==> src/hdl/mmss_pkg.sv <==
// constants shared by the processor-side address decoder and i/o ports
package mmss_pkg;
    // bus and address layout
    localparam int ADDR_W = 32;
    localparam int DATA_W = 32;
    localparam int BE_W = 4;
    localparam int MEM_SPACE_BIT = 31;
    localparam logic [31:0] MEM_BASE = 32'h8000_0000;
    // dram decode widths
    localparam int DRAM_AW = 22;
    localparam int DRAM_LINES_1MB = 20;
    localparam int DRAM_LINES_2MB = 22;
    localparam int TWO_MB_GAP_BIT = 21;
    localparam int MEM_MBYTES_DEF = 4;
    localparam int ONCHIP_BYTES_DEF = 4096;
    // i/o space word offsets
    localparam logic [4:0] OFF_SUBSYS_RESET_AND_ERROR = 5'h00;
    localparam logic [4:0] OFF_SUBSYS_ANALYSE_CONTROL = 5'h04;
    localparam logic [4:0] OFF_LED_LINE_2 = 5'h08;
    localparam logic [4:0] OFF_LED_LINE_3 = 5'h0c;
    localparam logic [4:0] OFF_LED_LINE_4 = 5'h10;
    localparam logic [4:0] OFF_LED_LINE_5 = 5'h14;
    localparam logic [4:0] OFF_LED_LINE_6 = 5'h18;
    localparam logic [4:0] OFF_LED_LINE_7 = 5'h1c;
    // field positions
    localparam int LED_IDX_LSB = 2;
    localparam int LED_IDX_MSB = 4;
    localparam int ERR_SLOT_LSB = 0;
    localparam int ERR_SLOT_MSB = 2;
    localparam int LED_LANE = 0;
    localparam int PIO_LANE = 3;
    localparam int LED_BIT = 0;
    localparam int ERR_BIT = 0;
    localparam int LED_RESET_LINE = 0;
    localparam int LED_ANALYSE_LINE = 1;
    localparam int N_LEDS = 8;
    // reset values
    localparam logic [7:0] LED_RESET = 8'h00;
    localparam logic [7:0] PIO_RESET = 8'h00;
    localparam logic ERR_IDLE_N = 1'b1;
endpackage

==> src/hdl/mmss_sync.sv <==
// two-stage synchroniser for the asynchronous error pin
`timescale 1ns/10ps
module mmss_sync #(
    parameter logic RESET_VAL = 1'b1
) (
    input wire logic clk,
    input wire logic resetn,
    input wire logic din,
    output logic dout
);
    logic meta;

    // first stage feeds only the second
    always_ff @(posedge clk or negedge resetn) begin
        if (!resetn) begin
            meta <= RESET_VAL;
            dout <= RESET_VAL;
        end else begin
            meta <= din;
            dout <= meta;
        end
    end
endmodule

==> src/hdl/mmss_addr_dec.sv <==
// combinational split of the flat address space into dram and i/o
`timescale 1ns/10ps
module mmss_addr_dec #(
    parameter int MEM_MBYTES = mmss_pkg::MEM_MBYTES_DEF,
    parameter int ONCHIP_BYTES = mmss_pkg::ONCHIP_BYTES_DEF
) (
    input wire logic [mmss_pkg::ADDR_W-1:0] addr,
    output logic is_io,
    output logic is_onchip,
    output logic dram_hit,
    output logic [mmss_pkg::DRAM_AW-1:0] dram_addr,
    output logic [2:0] led_idx,
    output logic err_slot
);
    import mmss_pkg::*;

    localparam logic [ADDR_W-1:0] ONCHIP_TOP = MEM_BASE + ADDR_W'(ONCHIP_BYTES);

    // memory space has the top bit set; addresses count up from the most negative
    always_comb begin
        is_io = !addr[MEM_SPACE_BIT];
        is_onchip = addr[MEM_SPACE_BIT] && (addr < ONCHIP_TOP);
        dram_hit = addr[MEM_SPACE_BIT] && !is_onchip;
        if (MEM_MBYTES == 2 && addr[TWO_MB_GAP_BIT]) begin
            dram_hit = 1'b0;
        end
        if (MEM_MBYTES == 1) begin
            dram_addr = {2'b00, addr[DRAM_LINES_1MB-1:0]};
        end else begin
            dram_addr = addr[DRAM_LINES_2MB-1:0];
        end
        led_idx = addr[LED_IDX_MSB:LED_IDX_LSB];
        err_slot = (addr[ERR_SLOT_MSB:ERR_SLOT_LSB] == 3'h0);
    end
endmodule

==> src/hdl/mmss_decode.sv <==
// processor-side memory decode, subsystem services and led port
// Function
// - accesses to on-chip memory region suppress the external dram select.
// - dram uses 20 address lines for 1 MB, 22 for 2 or 4 MB.
// - with 2 MB fitted, alternate 2 MB windows select no memory.
// - programmed i/o answers at every i/o address 3 mod 4.
// - subsystem error is readable at every i/o address multiple of eight.
// - writing 1 at location 0 asserts subsystem reset, 0 deasserts.
// - writing 1 at location 4 asserts analyse; reads there are undefined.
// - reading location 0 gives error state in bit 0, 1 when asserted.
// - subsystem reset, analyse and error pins are active low.
// - services and leds use the low lane, programmed i/o the high lane.
// - led line n written at 4n; bit 0 sets level, 1 is high.
// - led lines are low at power-on and survive a processor reset.
// - reset and analyse outputs are inverted led lines 0 and 1.
// - power transistors follow analyse; 0 on led line 1 powers on.
// - each led bit aliases at 32i plus 4n across i/o space.
`timescale 1ns/10ps
module mmss_decode #(
    parameter int MEM_MBYTES = mmss_pkg::MEM_MBYTES_DEF,
    parameter int ONCHIP_BYTES = mmss_pkg::ONCHIP_BYTES_DEF
) (
    input wire logic clk,
    input wire logic resetn,
    input wire logic cpu_reset_n,
    input wire logic bus_req,
    input wire logic bus_we,
    input wire logic [mmss_pkg::ADDR_W-1:0] bus_addr,
    input wire logic [mmss_pkg::BE_W-1:0] bus_be,
    input wire logic [mmss_pkg::DATA_W-1:0] bus_wdata,
    output logic bus_ack,
    output logic [mmss_pkg::DATA_W-1:0] bus_rdata,
    output logic dram_sel,
    output logic [mmss_pkg::DRAM_AW-1:0] dram_addr,
    input wire logic subsys_error_n,
    output logic subsys_reset_n,
    output logic subsys_analyse_n,
    output logic power_on,
    output logic [mmss_pkg::N_LEDS-1:0] led_lines,
    output logic [7:0] pio_lines
);
    import mmss_pkg::*;

    typedef struct packed {
        logic [N_LEDS-1:0] led;
        logic [7:0] pio;
        logic ack;
        logic [DATA_W-1:0] rdata;
        logic dram_sel;
        logic [DRAM_AW-1:0] dram_addr;
    } mmss_state_t;

    mmss_state_t st;
    mmss_state_t next_st;
    logic dec_is_io;
    logic dec_onchip;
    logic dec_dram_hit;
    logic [DRAM_AW-1:0] dec_dram_addr;
    logic [2:0] dec_led_idx;
    logic dec_err_slot;
    logic err_n_sync;
    logic io_req;

    // true when byte lane n is enabled in this access
    function automatic logic lane_on(input logic [BE_W-1:0] be, input int lane);
        lane_on = be[lane];
    endfunction

    // address split into memory and i/o views
    mmss_addr_dec #(
        .MEM_MBYTES(MEM_MBYTES),
        .ONCHIP_BYTES(ONCHIP_BYTES)
    ) u_dec (
        .addr(bus_addr),
        .is_io(dec_is_io),
        .is_onchip(dec_onchip),
        .dram_hit(dec_dram_hit),
        .dram_addr(dec_dram_addr),
        .led_idx(dec_led_idx),
        .err_slot(dec_err_slot)
    );

    // error pin is asynchronous to the processor clock
    mmss_sync #(
        .RESET_VAL(ERR_IDLE_N)
    ) u_err_sync (
        .clk(clk),
        .resetn(resetn),
        .din(subsys_error_n),
        .dout(err_n_sync)
    );

    // requests are ignored while the processor is held in reset
    assign io_req = bus_req && cpu_reset_n && dec_is_io;

    // next-state logic for bus answers, dram select and port latches
    always_comb begin
        next_st = st;
        next_st.ack = 1'b0;
        next_st.dram_sel = 1'b0;
        if (!cpu_reset_n) begin
            // processor reset clears bus answers only; latches are kept
            next_st.rdata = '0;
            next_st.dram_addr = '0;
        end else if (bus_req && !dec_is_io) begin
            next_st.dram_sel = dec_dram_hit;
            next_st.dram_addr = dec_dram_addr;
        end else if (io_req) begin
            next_st.ack = 1'b1;
            if (bus_we) begin
                // low lane steers the led lines, aliased every 32 bytes
                if (lane_on(bus_be, LED_LANE)) begin
                    next_st.led[dec_led_idx] = bus_wdata[LED_BIT];
                end
                // high lane steers the programmed i/o lines
                if (lane_on(bus_be, PIO_LANE)) begin
                    next_st.pio = bus_wdata[8*PIO_LANE +: 8];
                end
            end else begin
                next_st.rdata = '0;
                // error bit reads 1 when the pin is low
                if (lane_on(bus_be, LED_LANE) && dec_err_slot) begin
                    next_st.rdata[ERR_BIT] = !err_n_sync;
                end
                if (lane_on(bus_be, PIO_LANE)) begin
                    next_st.rdata[8*PIO_LANE +: 8] = st.pio;
                end
            end
        end
    end

    // power-on reset is the only thing that clears the latches
    always_ff @(posedge clk or negedge resetn) begin
        if (!resetn) begin
            st.led <= LED_RESET;
            st.pio <= PIO_RESET;
            st.ack <= 1'b0;
            st.rdata <= '0;
            st.dram_sel <= 1'b0;
            st.dram_addr <= '0;
        end else begin
            st <= next_st;
        end
    end

    // outputs straight from the state; services pins are inverted led lines
    assign bus_ack = st.ack;
    assign bus_rdata = st.rdata;
    assign dram_sel = st.dram_sel;
    assign dram_addr = st.dram_addr;
    assign led_lines = st.led;
    assign pio_lines = st.pio;
    assign subsys_reset_n = !st.led[LED_RESET_LINE];
    assign subsys_analyse_n = !st.led[LED_ANALYSE_LINE];
    assign power_on = !st.led[LED_ANALYSE_LINE];

    // on-chip region never selects external dram
    a_onchip_blocks_dram: assert property (@(posedge clk) disable iff (!resetn)
        bus_req && cpu_reset_n && !dec_is_io && dec_onchip |=> !dram_sel)
        else $error("dram selected inside on-chip region");

    // dram address keeps only the fitted address lines
    a_dram_alias: assert property (@(posedge clk) disable iff (!resetn)
        bus_req && cpu_reset_n && dec_dram_hit |=> dram_sel &&
        dram_addr == ((MEM_MBYTES == 1) ? {2'b00, $past(bus_addr[DRAM_LINES_1MB-1:0])}
                                        : $past(bus_addr[DRAM_LINES_2MB-1:0])))
        else $error("dram address or select wrong");

    // odd 2 MB windows select nothing on a 2 MB board
    a_two_mb_gap: assert property (@(posedge clk) disable iff (!resetn)
        (MEM_MBYTES == 2) && bus_req && bus_addr[MEM_SPACE_BIT] && bus_addr[TWO_MB_GAP_BIT]
        |=> !dram_sel)
        else $error("dram selected in 2 MB gap");

    // high lane write lands on programmed i/o lines and is acknowledged
    a_pio_write: assert property (@(posedge clk) disable iff (!resetn)
        io_req && bus_we && bus_be[PIO_LANE] |=> bus_ack && pio_lines == $past(bus_wdata[31:24]))
        else $error("programmed i/o write lost");

    // error bit reads inverted synchronised pin at 8n
    a_err_read: assert property (@(posedge clk) disable iff (!resetn)
        io_req && !bus_we && bus_be[LED_LANE] && dec_err_slot
        |=> bus_ack && bus_rdata[ERR_BIT] == !$past(err_n_sync))
        else $error("error bit read wrong");

    // writing 1 at location 0 pulls the reset pin low, 0 releases it
    a_reset_write: assert property (@(posedge clk) disable iff (!resetn)
        io_req && bus_we && bus_be[LED_LANE] && bus_addr[4:0] == OFF_SUBSYS_RESET_AND_ERROR
        |=> subsys_reset_n == !$past(bus_wdata[LED_BIT]))
        else $error("subsystem reset not following write");

    // analyse and power follow a write at location 4
    a_analyse_power: assert property (@(posedge clk) disable iff (!resetn)
        io_req && bus_we && bus_be[LED_LANE] && bus_addr[4:0] == OFF_SUBSYS_ANALYSE_CONTROL
        |=> subsys_analyse_n == !$past(bus_wdata[LED_BIT]) && power_on == subsys_analyse_n)
        else $error("analyse or power not following write");

    // any aliased led address writes line n
    a_led_alias: assert property (@(posedge clk) disable iff (!resetn)
        io_req && bus_we && bus_be[LED_LANE]
        |=> led_lines[$past(bus_addr[4:2])] == $past(bus_wdata[LED_BIT]))
        else $error("led line not written at alias");

    // processor reset leaves the latches alone
    a_led_hold: assert property (@(posedge clk) disable iff (!resetn)
        !cpu_reset_n |=> $stable(led_lines) && $stable(pio_lines))
        else $error("latch changed during processor reset");

    // a write without the low lane never touches the leds
    a_lane_isolate: assert property (@(posedge clk) disable iff (!resetn)
        bus_req && bus_we && !bus_be[LED_LANE] |=> $stable(led_lines))
        else $error("led changed by high lane write");

    // no answer without an accepted i/o request
    a_idle_no_ack: assert property (@(posedge clk) disable iff (!resetn)
        !io_req
        |=> !bus_ack)
        else $error("acknowledge without i/o request");

    // every accepted i/o request is answered next cycle
    a_io_ack: assert property (@(posedge clk) disable iff (!resetn)
        io_req
        |=> bus_ack)
        else $error("i/o request not acknowledged");

    // memory space accesses never acknowledge on the i/o path
    a_mem_no_ack: assert property (@(posedge clk) disable iff (!resetn)
        bus_req && !dec_is_io
        |=> !bus_ack)
        else $error("memory access acknowledged as i/o");

    // dram select only follows a decoded dram hit
    a_sel_needs_hit: assert property (@(posedge clk) disable iff (!resetn)
        !(bus_req && cpu_reset_n && dec_dram_hit)
        |=> !dram_sel)
        else $error("dram selected without a hit");

    // even 2 MB windows outside on-chip memory do hit dram
    a_gap_even_hits: assert property (@(posedge clk) disable iff (!resetn)
        (MEM_MBYTES == 2) && bus_req && cpu_reset_n && bus_addr[MEM_SPACE_BIT] && !bus_addr[TWO_MB_GAP_BIT] && !dec_onchip
        |=> dram_sel)
        else $error("populated 2 MB window missed");

    // dram address only moves on a memory access or a processor reset
    a_dram_addr_hold: assert property (@(posedge clk) disable iff (!resetn)
        cpu_reset_n && !(bus_req && !dec_is_io)
        |=> $stable(dram_addr))
        else $error("dram address moved without memory access");

    // processor reset quiets the bus answers
    a_cpu_reset_quiet: assert property (@(posedge clk) disable iff (!resetn)
        !cpu_reset_n
        |=> !bus_ack && !dram_sel && bus_rdata == '0 && dram_addr == '0)
        else $error("bus answer during processor reset");

    // programmed i/o lines move only on a high lane write
    a_pio_write_only: assert property (@(posedge clk) disable iff (!resetn)
        !(io_req && bus_we && bus_be[PIO_LANE])
        |=> $stable(pio_lines))
        else $error("programmed i/o changed without write");

    // led lines move only on a low lane write
    a_led_write_only: assert property (@(posedge clk) disable iff (!resetn)
        !(io_req && bus_we && bus_be[LED_LANE])
        |=> $stable(led_lines))
        else $error("led changed without write");

    // a write reaches only the addressed led line
    a_led_others_kept: assert property (@(posedge clk) disable iff (!resetn)
        io_req && bus_we
        |=> (led_lines & ~(8'h01 << $past(bus_addr[4:2]))) == ($past(led_lines) & ~(8'h01 << $past(bus_addr[4:2]))))
        else $error("write disturbed another led line");

    // word write updates both lanes at once
    a_word_both: assert property (@(posedge clk) disable iff (!resetn)
        io_req && bus_we && bus_be == 4'hf
        |=> pio_lines == $past(bus_wdata[31:24]) && led_lines[$past(bus_addr[4:2])] == $past(bus_wdata[LED_BIT]))
        else $error("word write missed a lane");

    // high lane read returns the programmed i/o lines
    a_pio_read: assert property (@(posedge clk) disable iff (!resetn)
        io_req && !bus_we && bus_be[PIO_LANE]
        |=> bus_rdata[31:24] == $past(pio_lines))
        else $error("programmed i/o read wrong");

    // bits outside error and programmed i/o read as zero
    a_rdata_unused: assert property (@(posedge clk) disable iff (!resetn)
        io_req && !bus_we
        |=> bus_rdata[23:1] == 23'h0)
        else $error("unused read bits not zero");

    // read data holds until the next i/o read or a processor reset
    a_rdata_hold: assert property (@(posedge clk) disable iff (!resetn)
        cpu_reset_n && !(io_req && !bus_we)
        |=> $stable(bus_rdata))
        else $error("read data moved without read");

    // error bit is zero away from the 8n slots
    a_err_slot_only: assert property (@(posedge clk) disable iff (!resetn)
        io_req && !bus_we && bus_addr[ERR_SLOT_MSB:ERR_SLOT_LSB] != 3'h0
        |=> !bus_rdata[ERR_BIT])
        else $error("error bit outside its slot");

    // analyse location reads back no service state
    a_loc4_read: assert property (@(posedge clk) disable iff (!resetn)
        io_req && !bus_we && bus_addr[4:0] == OFF_SUBSYS_ANALYSE_CONTROL
        |=> bus_rdata[7:0] == 8'h00)
        else $error("analyse location read not zero");

    // a low error pin reads as a set error bit
    a_err_low_active: assert property (@(posedge clk) disable iff (!resetn)
        io_req && !bus_we && bus_be[LED_LANE] && dec_err_slot && !err_n_sync
        |=> bus_rdata[ERR_BIT])
        else $error("low error pin not reported");

    // error pin reaches reads two cycles late
    a_err_sync_lag: assert property (@(posedge clk) disable iff (!resetn)
        $past(resetn) && $past(resetn, 2)
        |-> err_n_sync == $past(subsys_error_n, 2))
        else $error("error synchroniser lag wrong");

    // a write to led line 2 leaves the service pins alone
    a_services_kept: assert property (@(posedge clk) disable iff (!resetn)
        io_req && bus_we && bus_addr[4:0] == OFF_LED_LINE_2
        |=> $stable(subsys_reset_n) && $stable(subsys_analyse_n))
        else $error("service pin moved by led line 2");

    // any alias of led line 1 switches power inversely
    a_power_write: assert property (@(posedge clk) disable iff (!resetn)
        io_req && bus_we && bus_be[LED_LANE] && bus_addr[4:2] == 3'h1
        |=> power_on == !$past(bus_wdata[LED_BIT]))
        else $error("power not following led line 1");
endmodule

==> config.mk <==
export PLATFORM = sky130hd
export DESIGN_NAME = mmss_decode
export DESIGN_NICKNAME = d
export VERILOG_FILES = /design/src/hdl/mmss_pkg.sv /design/src/hdl/mmss_sync.sv /design/src/hdl/mmss_addr_dec.sv /design/src/hdl/mmss_decode.sv
export SDC_FILE = /design/constraint.sdc
export NUM_CORES = 1
export LEC_CHECK = 0
export BUFFER_PORTS_ARGS = -buffer_cell sky130_fd_sc_hd__buf_2
export CAP_MARGIN = 20
export CORE_MARGIN = 2
export CORE_UTILIZATION = 43
export CTS_CLUSTER_DIAMETER = 100
export CTS_CLUSTER_SIZE = 30
export DETAILED_ROUTE_END_ITERATION = 8
export PLACE_DENSITY = 0.8
export SLEW_MARGIN = 20
export SYNTH_ARGS = -nofsm -noshare
export SYNTH_HDL_FRONTEND = slang
export SYNTH_HIERARCHICAL = 1
export SYNTH_SLANG_ARGS = --single-unit
==> constraint.sdc <==
create_clock -name clk -period 1.2 [get_ports clk]
set_input_delay 0.36 -clock clk [delete_from_list [all_inputs] [get_ports clk]]
set_output_delay 0.36 -clock clk [all_outputs]
set_load 0.005 [all_outputs]
== Yosys cells after proc, flatten, opt, wreduce, memory -nomap -nowiden ==
Index checks and enable logic that the tools add are counted.
Cells by class
  bitwise logic cells: 1
  equal/unequal tests: 4
  order comparisons: 3
  muxes and demuxes: 13
  reductions and logical operators: 16
Operator list (number)
  2-to-1 mux 33 bit: 2
  2-to-1 mux 32 bit: 2
  less-than comparator 32 bit, second input constant: 1
  2-to-1 mux 23 bit: 1
  2-to-1 mux 22 bit: 1
  AND reduction 5 bit: 2
  bitwise mux 8 bit: 1
  2-to-1 mux 8 bit: 1
  logical AND 1 bit: 7
  zero test 1 bit: 5
  less-than comparator 3 x 4 -> 1 bit, second input constant: 1
  2-to-1 mux 1 bit: 4
  inequality test 2 x 1 -> 1 bit, second input constant: 2
  inequality test 2 bit, second input constant: 2
  demux 1 bit (select 3 bit): 1
  greater-or-equal comparator 3 x 1 -> 1 bit, second input constant: 1
  zero test 3 bit: 1
  AND reduction 3 bit: 1
  inverter 1 bit: 1
Word-level totals
  register bits after elaboration: 74
  word-level logic and storage cells: 45
  output and inout bits: 75

== Logic depth before layout (Yosys ltp) ==
Gate-level depths: netlist of run 1.
  depth in word-level cells: 7
  gate-level depth with buffers: 6

== Hierarchy ==
The synthesis of run 1 kept the hierarchy.
Modules (own cells, without submodules)
  mmss_decode: cells each 162, times used 1, area an instance 2117.0 um^2
  mmss_addr_dec: cells each 35, times used 1, area an instance 247.7 um^2
  mmss_sync: cells each 2, times used 1, area an instance 52.6 um^2

== Worst setup path before layout of run 1 ==
OpenSTA, ideal clock, no wires.
  kind: input -> register
  from: input bus_addr[31] in the netlist's numbering
  to: register st (netlist bit led_lines[1])
  setup slack: -208 ps
  buffers on the path: 0
  cell stages on the path: 4
  library setup time: 125 ps
  data arrival time: 1284 ps
  cells stage by stage: inv_1 nand4_1 nor4_1 mux2_2
Between the ends
  cells in the longest elaborated chain, start to end: 3
RTL lines
  start: declaration: line mmss_decode.sv:28  | input wire logic [mmss_pkg::ADDR_W-1:0] bus_addr,
  zero test 1 bit / logical AND 1 bit (equally long branches): line mmss_addr_dec.sv:21, mmss_decode.sv:105
  logical AND 1 bit / inverter 1 bit (equally long branches)
  AND reduction 5 bit (no source line) *
  end signal: assignment: line mmss_decode.sv:142  | st <= next_st;
  end: declaration: line mmss_decode.sv:53  | mmss_state_t st;
Mark *: on every way between the ends. The rest lies on a longest branch, timed or not.
A chain may end at the register's enable or synchronous reset.

== Worst setup path in the final report of run 1 ==
  from: register st (netlist bit led_lines[1])
  to: output subsys_analyse_n
Between the ends
  cells in the longest elaborated chain, start to end: 1
RTL lines
  zero test 1 bit: line mmss_decode.sv:154  | assign subsys_analyse_n = !st.led[LED_ANALYSE_LINE];
  end: declaration: line mmss_decode.sv:37  | output logic subsys_analyse_n,
No other way between the ends.

==> results_dict.tcl, run 1 <==
set metrics [dict create \
    critPathRequiredTime_ps 840 \
    period_share_pct 101.1 \
    worst_slack_ps -12.61 \
    critical_path.n_buffers_inverters 2 \
    gr-usage-met3_pct 4.886 \
    critPathTopFamily "flip-flops" \
    r2r_cells 2 \
    worstSetupStartpointType "flop" \
    ratio_of_routed_vias_to_standard_cells 4.757 \
    pre_cts_setup_slack_ps -382.1 \
    grt.met1_usage_pct 20.40 \
    clk_root_buffer_cell "sky130_fd_sc_hd__clkbuf_8" \
    core.rowCount 27 \
    areaGrowthSynthToFinish_pct 30.70 \
    grtUsageMet2_pct 27.44 \
    number_of_vias_after_detailed_routing 1803 \
    cpMaxStageDelayCell "sky130_fd_sc_hd__dfrtp_1" \
    timing.critical_path.to_type "primary output" \
    hold-path-endpoint "u_err_sync/meta$_DFF_PN1_" \
    setup_violations 2 \
    global_route_wire_length_before_repair_um 7907 \
    grt_use_total_pct 16.26 \
    worst_skew_pair.late_latency_ps 290 \
    detailed_router_s_first_iteration_violation_count 47 \
    place_inst 359 \
    hold_path_depth 1 \
    die_area_mm2 0.006216 \
    crit_arrival_ps 850 \
    worstReg2RegStart "u_err_sync/dout$_DFF_PN1_" \
    maxSlewViolCount 0 \
    worst_ir_drop_vdd_uv 540.7 \
    cts.clk_slew.worst_paths_ps 90 \
    min-delay-start "subsys_error_n" \
    htreeDepth 2 \
    netlist_area_mm2 0.002409 \
    starting_density_pct 44.01 \
    pin_count_of_the_biggest_net_entering_global_routing 25 \
    synthesis.instances 198 \
    skew_ps 3.103 \
    leakagePower_nw 1.771 \
    clock_tree.buffer_depth 2 \
    regToRegSetupSlack_ps 140 \
    crit_type "reg2out" \
    failed_checks "negative setup slack" \
    design.core.area_mm2 0.005473 \
    diodes 0 \
    globalRoute.totalOverflow 0 \
    hold-worst-slack_ps 152.7 \
    boundary_pin_count 149 \
    run_status "finished with violations" \
    gpl.final_weighted_congestion 0.8023 \
    critical_path.reg2reg.endpoint "bus_rdata[0]$_DFFE_PN0P_" \
    finalNonFillerCells 379 \
    number_of_violations_of_the_max_capacitance_limit 0 \
    port_buffers 100 \
    final_hold_viol_count 0 \
    die_h_um 78.84 \
    grt_pass1_vias 1706 \
    critical_path.cell_chain "inv_1, buf_2" \
    worst_path_largest_cell_delay_ps 390 \
    detail_route.first_pass.iterations 4 \
    min-delay-path-class "in2reg" \
    fmaxAchievable_mhz 824.7 \
    drive_above_1_share_pct 57.98 \
    route.final.wire_length_um 5159 \
    place_hpwl_um 3785 \
    critPathMaxFanout 3 \
    grt_most_used_layer "met2" \
    syn_area_per_cell_um2 12.16 \
    wl_per_cell_um 13.61 \
    numClockSinks 51 \
    drcViolationCount 0 \
    chipWidth_um 78.84 \
    yosys_warnings 6 \
    setup_repair_after_global_routing_missed_its_margin "true" \
    cts_buffers 5 \
    postRouteAntennaNets 0 \
    num-nets-final 380 \
    pwr_density_cell_mw_per_mm2 1111 \
    tritoncts_clock_tree "yes" \
    finalCriticalPeriod_ps 1213 \
    grt_antenna_before_repair 0 \
]
through the flow:
stage / setup TNS [ps] / util [%] / power, mW / instance area [µm²]
final: -23.52 / 57.52 / 3.497 / 3148
after global routing: -761.3 / 57.52 / 3.712 / 3148
after CTS: -67.43 / 55.72 / 3.503 / 3049
after detailed placement: -13030 / 53.66 / 2.566 / 2937
after global placement: -12420 / 53.66 / 2.541 / 2937
after floorplan: -617.3 / - / 2.297 / 2540
per-layer routing:
metal  vias to the layer above  wire [µm]
met3                         6        434
li1                        843          -
met4                         0         41
met2                        85       2630
met5                         -          0
met1                       869       2052
power by group:
| part | total [mW] | internal, mW | switching [mW] |
|---|---|---|---|
| Sequential | 1.92 | 1.85 | 0.0727 |
| Combinational | 0.646 | 0.364 | 0.282 |
| Clock | 0.926 | 0.410 | 0.516 |
| Total | 3.50 | 2.63 | 0.871 |
repair_timing:
item / CTS / global route
hold endpoints to repair: 11 / 0
resized for setup: 4 / 4
pin swaps: 1 / 1
buffers inserted: 1 / 10
hold buffers: 1 / 0
endpoints found under the setup margin: 17 / 44
worst max-delay path by stage:
stage                     cells past startpoint                startpoint                  endpoint
after floorplan                               4              bus_addr[31]  led_lines[4]$_DFFE_PN0P_
after global placement                        5              bus_addr[31]  led_lines[4]$_DFFE_PN0P_
after detailed placement                      5              bus_addr[31]  led_lines[4]$_DFFE_PN0P_
after CTS                                     2  led_lines[1]$_DFFE_PN0P_          subsys_analyse_n
after global routing                          2  led_lines[1]$_DFFE_PN0P_          subsys_analyse_n
final                                         2  led_lines[1]$_DFFE_PN0P_          subsys_analyse_n
sequential cells by signal (all words and copies together) (netlist names):
| register | flops |
|---|---|
| bus_ack | 1 |
| bus_rdata | 9 |
| dram_addr | 22 |
| dram_sel | 1 |
| led_lines | 8 |
| pio_lines | 8 |
| u_err_sync/dout | 1 |
| u_err_sync/meta | 1 |
layout make-up:
type	instances	area [µm²]
Multi-Input combinational cell	108	848.3
Tap cell	72	90.09
Timing Repair Buffer	134	814.5
Clock inverter	1	5.005
Inverter	6	35.03
Sequential cell	51	1279
Fill cell	477	2325
Clock buffer	7	76.32
worst register-to-register path, cell delays in order, from the launching register on:
cell                      delay, ps
sky130_fd_sc_hd__dfstp_2        520
sky130_fd_sc_hd__and4b_1        170
sky130_fd_sc_hd__mux2_2         260
cell usage in the layout, fill, tap and decap left out, drive strengths merged:
master / instances
a21boi: 1
a22o: 22
a31oi: 1
and2: 1
and3: 12
and4: 1
and4b: 1
buf: 133
clkbuf: 7
clkinv: 1
conb: 23
dfrtp: 49
dfstp: 2
dlygate4sd3: 1
inv: 6
mux2: 25
nand2: 3
nand2b: 1
nand3: 2
nand4: 1
nor3: 4
nor3b: 1
nor4: 8
o21ai: 1
Note: power is estimated with default switching activity, not from simulation.
==> run 2: changes to the inputs <==
--- a/config.mk
+++ b/config.mk
@@ -5,14 +5,15 @@
 export SDC_FILE = /design/constraint.sdc
 export NUM_CORES = 1
 export LEC_CHECK = 0
+export ABC_AREA = 1
 export BUFFER_PORTS_ARGS = -buffer_cell sky130_fd_sc_hd__buf_2
 export CAP_MARGIN = 20
 export CORE_MARGIN = 2
-export CORE_UTILIZATION = 43
+export CORE_UTILIZATION = 45
 export CTS_CLUSTER_DIAMETER = 100
 export CTS_CLUSTER_SIZE = 30
 export DETAILED_ROUTE_END_ITERATION = 8
-export PLACE_DENSITY = 0.8
+export PLACE_DENSITY = 0.81
 export SLEW_MARGIN = 20
 export SYNTH_ARGS = -nofsm -noshare
 export SYNTH_HDL_FRONTEND = slang
==> run 2 against run 1 <==
  * The flow still finishes with violations (negative setup slack)
  * Wire length up 20%
  * Maximum frequency down 0.59%
  * Clock skew up 5.2 ps
  * Combinational power up 19%
  * Critical path type unchanged
  * Critical endpoint is now power_on
==> results_dict.tcl, run 2 <==
set metrics [dict create \
    run_status "finished with violations" \
    failed_checks "negative setup slack" \
    die_area_mm2 0.006650 \
    design.core.area_mm2 0.005851 \
    core.rowCount 28 \
    place_hpwl_um 4363 \
    critPathRequiredTime_ps 840 \
    cts.clk_slew.worst_paths_ps 90 \
    regToRegSetupSlack_ps 220 \
    layout_commonest_cell "sky130_fd_sc_hd__buf_2" \
    period_share_pct 101.7 \
    power.share.sequential_pct 50.8 \
    most-common-layout-cells "sky130_fd_sc_hd__buf_2, sky130_fd_sc_hd__nand2_1, sky130_fd_sc_hd__nand3_1, sky130_fd_sc_hd__dfrtp_1, sky130_fd_sc_hd__buf_4" \
    globalRoute.totalOverflow 0 \
    worst_ir_drop_vdd_uv 655.3 \
    htreeDepth 2 \
    starting_density_pct 46.26 \
    worst_path_largest_cell_delay_ps 400 \
    num-nets-final 528 \
    post_cts.resized_instances 0 \
    detail_route.first_pass.iterations 4 \
    numClockSinks 51 \
    skew_ps 8.311 \
    final_hold_viol_count 0 \
    ratio_of_routed_vias_to_standard_cells 4.513 \
    global_route_wire_length_before_repair_um 9694 \
    netlist_area_mm2 0.002706 \
    crit_arrival_ps 860 \
    place_inst 487 \
    power.share.switching_pct 26.74 \
    port_buffers 100 \
    pin_count_of_the_biggest_net_entering_global_routing 52 \
    critPathMaxFanout 3 \
    finalNonFillerCells 530 \
    setup_violations 4 \
    largest_register_ff_count 22 \
    pwr_density_cell_mw_per_mm2 1084 \
    finalCriticalPeriod_ps 1220 \
    drive_above_1_share_pct 35.60 \
    combPwrFrac_pct 20.5 \
    number_of_vias_after_detailed_routing 2392 \
    cpMaxStageDelayCell "sky130_fd_sc_hd__dfrtp_1" \
    fmaxAchievable_mhz 819.8 \
    worst_skew_pair.late_latency_ps 300 \
    diodes 0 \
    number_of_violations_of_the_max_capacitance_limit 0 \
    grt_antenna_before_repair 0 \
    drcViolationCount 0 \
    die_h_um 81.55 \
    grt_pass1_vias 2195 \
    postRouteAntennaNets 0 \
    synthesis.instances 340 \
    detailed_router_s_first_iteration_violation_count 183 \
    setup_repair_after_global_routing_missed_its_margin "true" \
    clock_power_share_pct 28.7 \
    power_mw 3.756 \
    area.sequential_mm2 0.001279 \
    critical_path.cell_chain "inv_1, buf_2" \
    syn_area_per_cell_um2 7.960 \
    worstSetupStartpointType "flop" \
    tritoncts_clock_tree "yes" \
    worst_slack_ps -19.85 \
    min-delay-path-class "in2async" \
    p_sw_mw 1.004 \
    hold-worst-slack_ps 38.62 \
    boundary_pin_count 149 \
    critical_path.n_buffers_inverters 2 \
    crit_type "reg2out" \
    clock_tree.buffer_depth 2 \
    critPathTopFamily "flip-flops" \
    maxSlewViolCount 0 \
    registers.top_by_ff_count "dram_addr" \
    timing.setup.tns_ps -57.95 \
    timing.critical_path.to_type "primary output" \
    cts_buffers 5 \
    internal_power_mw 2.752 \
    gpl.final_weighted_congestion 0.8550 \
    multi_input_comb_area_um2 937.1 \
    wl_per_cell_um 11.68 \
    yosys_warnings 6 \
    leakagePower_nw 2.090 \
    chipWidth_um 81.55 \
    layout.filler_cells 536 \
    areaGrowthSynthToFinish_pct 28.02 \
    route.final.wire_length_um 6191 \
    clk_root_buffer_cell "sky130_fd_sc_hd__clkbuf_8" \
    grt_use_total_pct 18.85 \
]
[run 2: cell types whose count changed in the layout (fill, tap and decap cells not counted), moves of 4 or more]
cell	previous run	this run
sky130_fd_sc_hd__nor4_1	4	0
sky130_fd_sc_hd__inv_1	4	36
sky130_fd_sc_hd__buf_4	29	42
sky130_fd_sc_hd__and3_1	11	0
sky130_fd_sc_hd__nor2_1	0	30
sky130_fd_sc_hd__mux2_2	24	0
sky130_fd_sc_hd__nand2_1	2	80
sky130_fd_sc_hd__nor4_2	4	0
sky130_fd_sc_hd__a22o_1	22	0
sky130_fd_sc_hd__nand3_1	2	49
sky130_fd_sc_hd__o21ai_0	0	22
[run 2: path summary, 6_finish.rpt]
kind	from	to	cells past startpoint
worst max-delay path	led_lines[1]$_DFFE_PN0P_	power_on	2
worst min-delay path	resetn	dram_addr[21]$_DFFE_PN0P_	2
worst max register to register	pio_lines[7]$_DFFE_PN0P_	bus_rdata[31]$_DFFE_PN0P_	6
worst min register to register	u_err_sync/meta$_DFF_PN1_	u_err_sync/dout$_DFF_PN1_	0
max in group asynchronous	resetn	u_err_sync/meta$_DFF_PN1_	2
min in group clk	subsys_error_n	u_err_sync/meta$_DFF_PN1_	1
[run 2: stage by stage]
stage          setup WS, ps  cell area (µm²)  util, %
2_1_floorplan         40.27             2789        -
3_3_place_gp         -130.7             3098    52.95
3_5_place_dp         -194.2             3098    52.95
4_1_cts              -51.19             3269    55.88
5_1_grt              -79.27             3465    59.22
6_report             -19.85             3465    59.22
[run 2: timing repair]
action | CTS | global route
endpoints found under the setup margin | 13 | 50
setup buffers | 9 | 26
hold buffers | 0 | 0
[run 2: worst register-to-register path, stage by stage (launching register included)]
cell	delay, ps
sky130_fd_sc_hd__dfrtp_1	410
sky130_fd_sc_hd__buf_4	140
sky130_fd_sc_hd__buf_4	130
sky130_fd_sc_hd__nand2_1	60
sky130_fd_sc_hd__nor2_1	40
sky130_fd_sc_hd__nand2_1	60
sky130_fd_sc_hd__nand2_1	50
[run 2: per-layer routing]
layer  part of all wire, %  track usage (%)  vias up
met3                   5.0            4.615        8
met1                    41            22.20     1111
met4                   1.5            7.288        0
met2                    52            33.03       69
li1                      -                -     1204
met5                     0                0        -
[run 2: final cells by class]
class	instances	share of cell area, %
inverter	36	3.900
tap	75	2.709
timing repair buffer	147	26.44
multi-input combinational	213	27.05
sequential	51	36.91
clock buffer	7	2.781
clock inverter	1	0.2167
[run 2: power groups by stage]
| stage | combinational [mW] | clock (mW) | sequential [mW] |
|---|---|---|---|
| global route | 0.867 | 1.20 | 1.92 |
| floorplan | 0.357 | 0 | 1.96 |
| detailed placement | 0.590 | 0 | 1.96 |
| global placement | 0.569 | 0 | 1.96 |
| finish | 0.769 | 1.08 | 1.91 |
| CTS | 0.694 | 1.13 | 1.91 |
==> run 3: changes to the inputs <==
--- a/config.mk
+++ b/config.mk
@@ -9,11 +9,10 @@
 export BUFFER_PORTS_ARGS = -buffer_cell sky130_fd_sc_hd__buf_2
 export CAP_MARGIN = 20
 export CORE_MARGIN = 2
-export CORE_UTILIZATION = 45
+export CORE_UTILIZATION = 25
 export CTS_CLUSTER_DIAMETER = 100
 export CTS_CLUSTER_SIZE = 30
 export DETAILED_ROUTE_END_ITERATION = 8
-export PLACE_DENSITY = 0.81
 export SLEW_MARGIN = 20
 export SYNTH_ARGS = -nofsm -noshare
 export SYNTH_HDL_FRONTEND = slang
==> run 3 against run 2 <==
  * The run still ends with negative setup slack left
  * Wire length is 5.9% higher
  * Flip-flop and latch count is the same
  * Cell count rose by 12%
  * Maximum frequency decreased by 1.5%
  * Via count rose by 0.38%
  * Critical path depth is the same
  * Core utilization decreased by 25 points
  * Sequential share of layout area decreased by 1.0 points
  * Combinational power barely moved
  * Clock skew is 4.5 ps lower
  * Worst hold slack improved by 110 ps
  * Critical path type unchanged
  * Largest cell class unchanged
==> results_dict.tcl, run 3 (synthesis results as in run 2) <==
set metrics [dict create \
    critPathRequiredTime_ps 840 \
    regToRegSetupSlack_ps 240 \
    cts.clk_slew.worst_paths_ps 100 \
    most-common-layout-cells "sky130_fd_sc_hd__buf_2, sky130_fd_sc_hd__nand2_1, sky130_fd_sc_hd__nand3_1, sky130_fd_sc_hd__dfrtp_1, sky130_fd_sc_hd__buf_4" \
    worst_skew_pair.late_latency_ps 300 \
    postRouteAntennaNets 0 \
    pre_cts_setup_slack_ps -268.6 \
    clk_root_buffer_cell "sky130_fd_sc_hd__clkbuf_8" \
    critPathMaxFanout 3 \
    areaGrowthSynthToFinish_pct 31.72 \
    route.final.wire_length_um 6555 \
    final_hold_viol_count 0 \
    num-nets-final 529 \
    chipWidth_um 108.0 \
    r2r_cells 6 \
    place_hpwl_um 4969 \
    worst_ir_drop_vdd_uv 395.7 \
    pin_count_of_the_biggest_net_entering_global_routing 25 \
    setup_repair_after_global_routing_missed_its_margin "true" \
    min-delay-path-class "in2reg" \
    cts_buffers 5 \
    number_of_violations_of_the_max_capacitance_limit 0 \
    registers.top_by_ff_count "dram_addr" \
    diodes 0 \
    fmaxAchievable_mhz 807.6 \
    critical_path.reg2reg.endpoint "bus_rdata[29]$_DFFE_PN0P_" \
    failed_checks "negative setup slack" \
    design.core.area_mm2 0.01042 \
    setup_violations 8 \
    tritoncts_clock_tree "yes" \
    ratio_of_routed_vias_to_standard_cells 4.056 \
    finalCriticalPeriod_ps 1238 \
    starting_density_pct 25.98 \
    worstReg2RegStart "pio_lines[5]$_DFFE_PN0P_" \
    gpl.final_weighted_congestion 0.8225 \
    grt_antenna_before_repair 0 \
    drcViolationCount 0 \
    period_share_pct 103.2 \
    detail_route.first_pass.iterations 4 \
    die_h_um 108.0 \
    global_route_wire_length_before_repair_um 10530 \
    drive_above_1_share_pct 35.53 \
    skew_ps 3.790 \
    grt_use_total_pct 11.26 \
    grt_pass1_vias 2215 \
    worst_slack_ps -38.19 \
    crit_type "reg2out" \
    boundary_pin_count 149 \
    largest_register_ff_count 22 \
    htreeDepth 2 \
    hold_path_depth 1 \
    final_util_pct 34.22 \
    numClockSinks 51 \
    port_buffers 100 \
    wl_per_cell_um 11.07 \
    leakagePower_nw 2.091 \
    globalRoute.totalOverflow 0 \
    pwr_density_cell_mw_per_mm2 1034 \
    layout_commonest_cell "sky130_fd_sc_hd__buf_2" \
    worstSetupStartpointType "flop" \
    min-delay-start "subsys_error_n" \
    die_area_mm2 0.01167 \
    hold-path-endpoint "u_err_sync/meta$_DFF_PN1_" \
    run_status "finished with violations" \
    layout.filler_cells 1121 \
    timing.critical_path.to_type "primary output" \
    detailed_router_s_first_iteration_violation_count 107 \
    clock_tree.buffer_depth 2 \
    core.rowCount 37 \
    number_of_vias_after_detailed_routing 2401 \
    maxSlewViolCount 0 \
    crit_arrival_ps 880 \
]
run 3: per-stage QoR:
step	TNS [ps]	std cells	area (µm²)	hold slack (ps)	power [mW]
2_1_floorplan	0	362	2789	64.41	2.316
3_3_place_gp	-6607	557	3267	270.2	2.575
3_5_place_dp	-7674	557	3267	273.2	2.586
4_1_cts	-405.2	580	3471	133.2	3.702
5_1_grt	-1557	592	3565	127.7	3.937
6_report	-154.2	592	3565	148.2	3.688
run 3: how the worst max path moves through the flow:
| stage | depth (start not counted) | endpoint | slack (ps) | start |
|---|---|---|---|---|
| after global routing | 2 | subsys_analyse_n | -90 | led_lines[1]$_DFFE_PN0P_ |
| after CTS | 2 | power_on | -70 | led_lines[1]$_DFFE_PN0P_ |
| final | 2 | power_on | -40 | led_lines[1]$_DFFE_PN0P_ |
| after detailed placement | 5 | dram_addr[7]$_DFFE_PN0P_ | -270 | cpu_reset_n |
| after floorplan | 7 | pio_lines[1]$_DFFE_PN0P_ | 40 | cpu_reset_n |
| after global placement | 5 | dram_addr[5]$_DFFE_PN0P_ | -190 | cpu_reset_n |
run 3: metal layers:
metal,routed length [µm],vias to the layer above,share of wire [%],global-route usage [%]
li1,-,1210,-,-
met1,2953,1113,45,14.40
met2,3108,70,47,18.91
met3,400,8,6.1,2.833
met4,92,0,1.4,3.114
met5,0,-,0,0
run 3: layout make-up:
cell class	instances	area, µm²	area share (%)
Sequential cell	51	1279	35.87
Timing Repair Buffer	148	954.7	26.78
Multi-Input combinational cell	213	937.1	26.29
Tap cell	136	170.2	4.774
Inverter	36	135.1	3.791
Clock buffer	5	68.82	1.931
Clock inverter	3	20.02	0.5616
run 3: what timing repair did:
item                                    in CTS  in global routing
gates resized for setup                      0                  1
hold buffers                                 1                  0
hold endpoints to repair                     9                  0
buffers inserted                            14                 12
endpoints found under the setup margin      33                 52
run 3: report_power, final:
part | leakage, nW | internal, mW | switching [mW] | total, mW
registers | 0.683 | 1.84 | 0.0712 | 1.91
logic | 1.37 | 0.387 | 0.380 | 0.768
clock network | 0.0402 | 0.408 | 0.599 | 1.01
total | 2.09 | 2.64 | 1.05 | 3.69
run 3: critical path: stages, from the launching register on:
cell and delay (ps):
sky130_fd_sc_hd__dfrtp_1 410, sky130_fd_sc_hd__inv_1 70, sky130_fd_sc_hd__buf_2 100
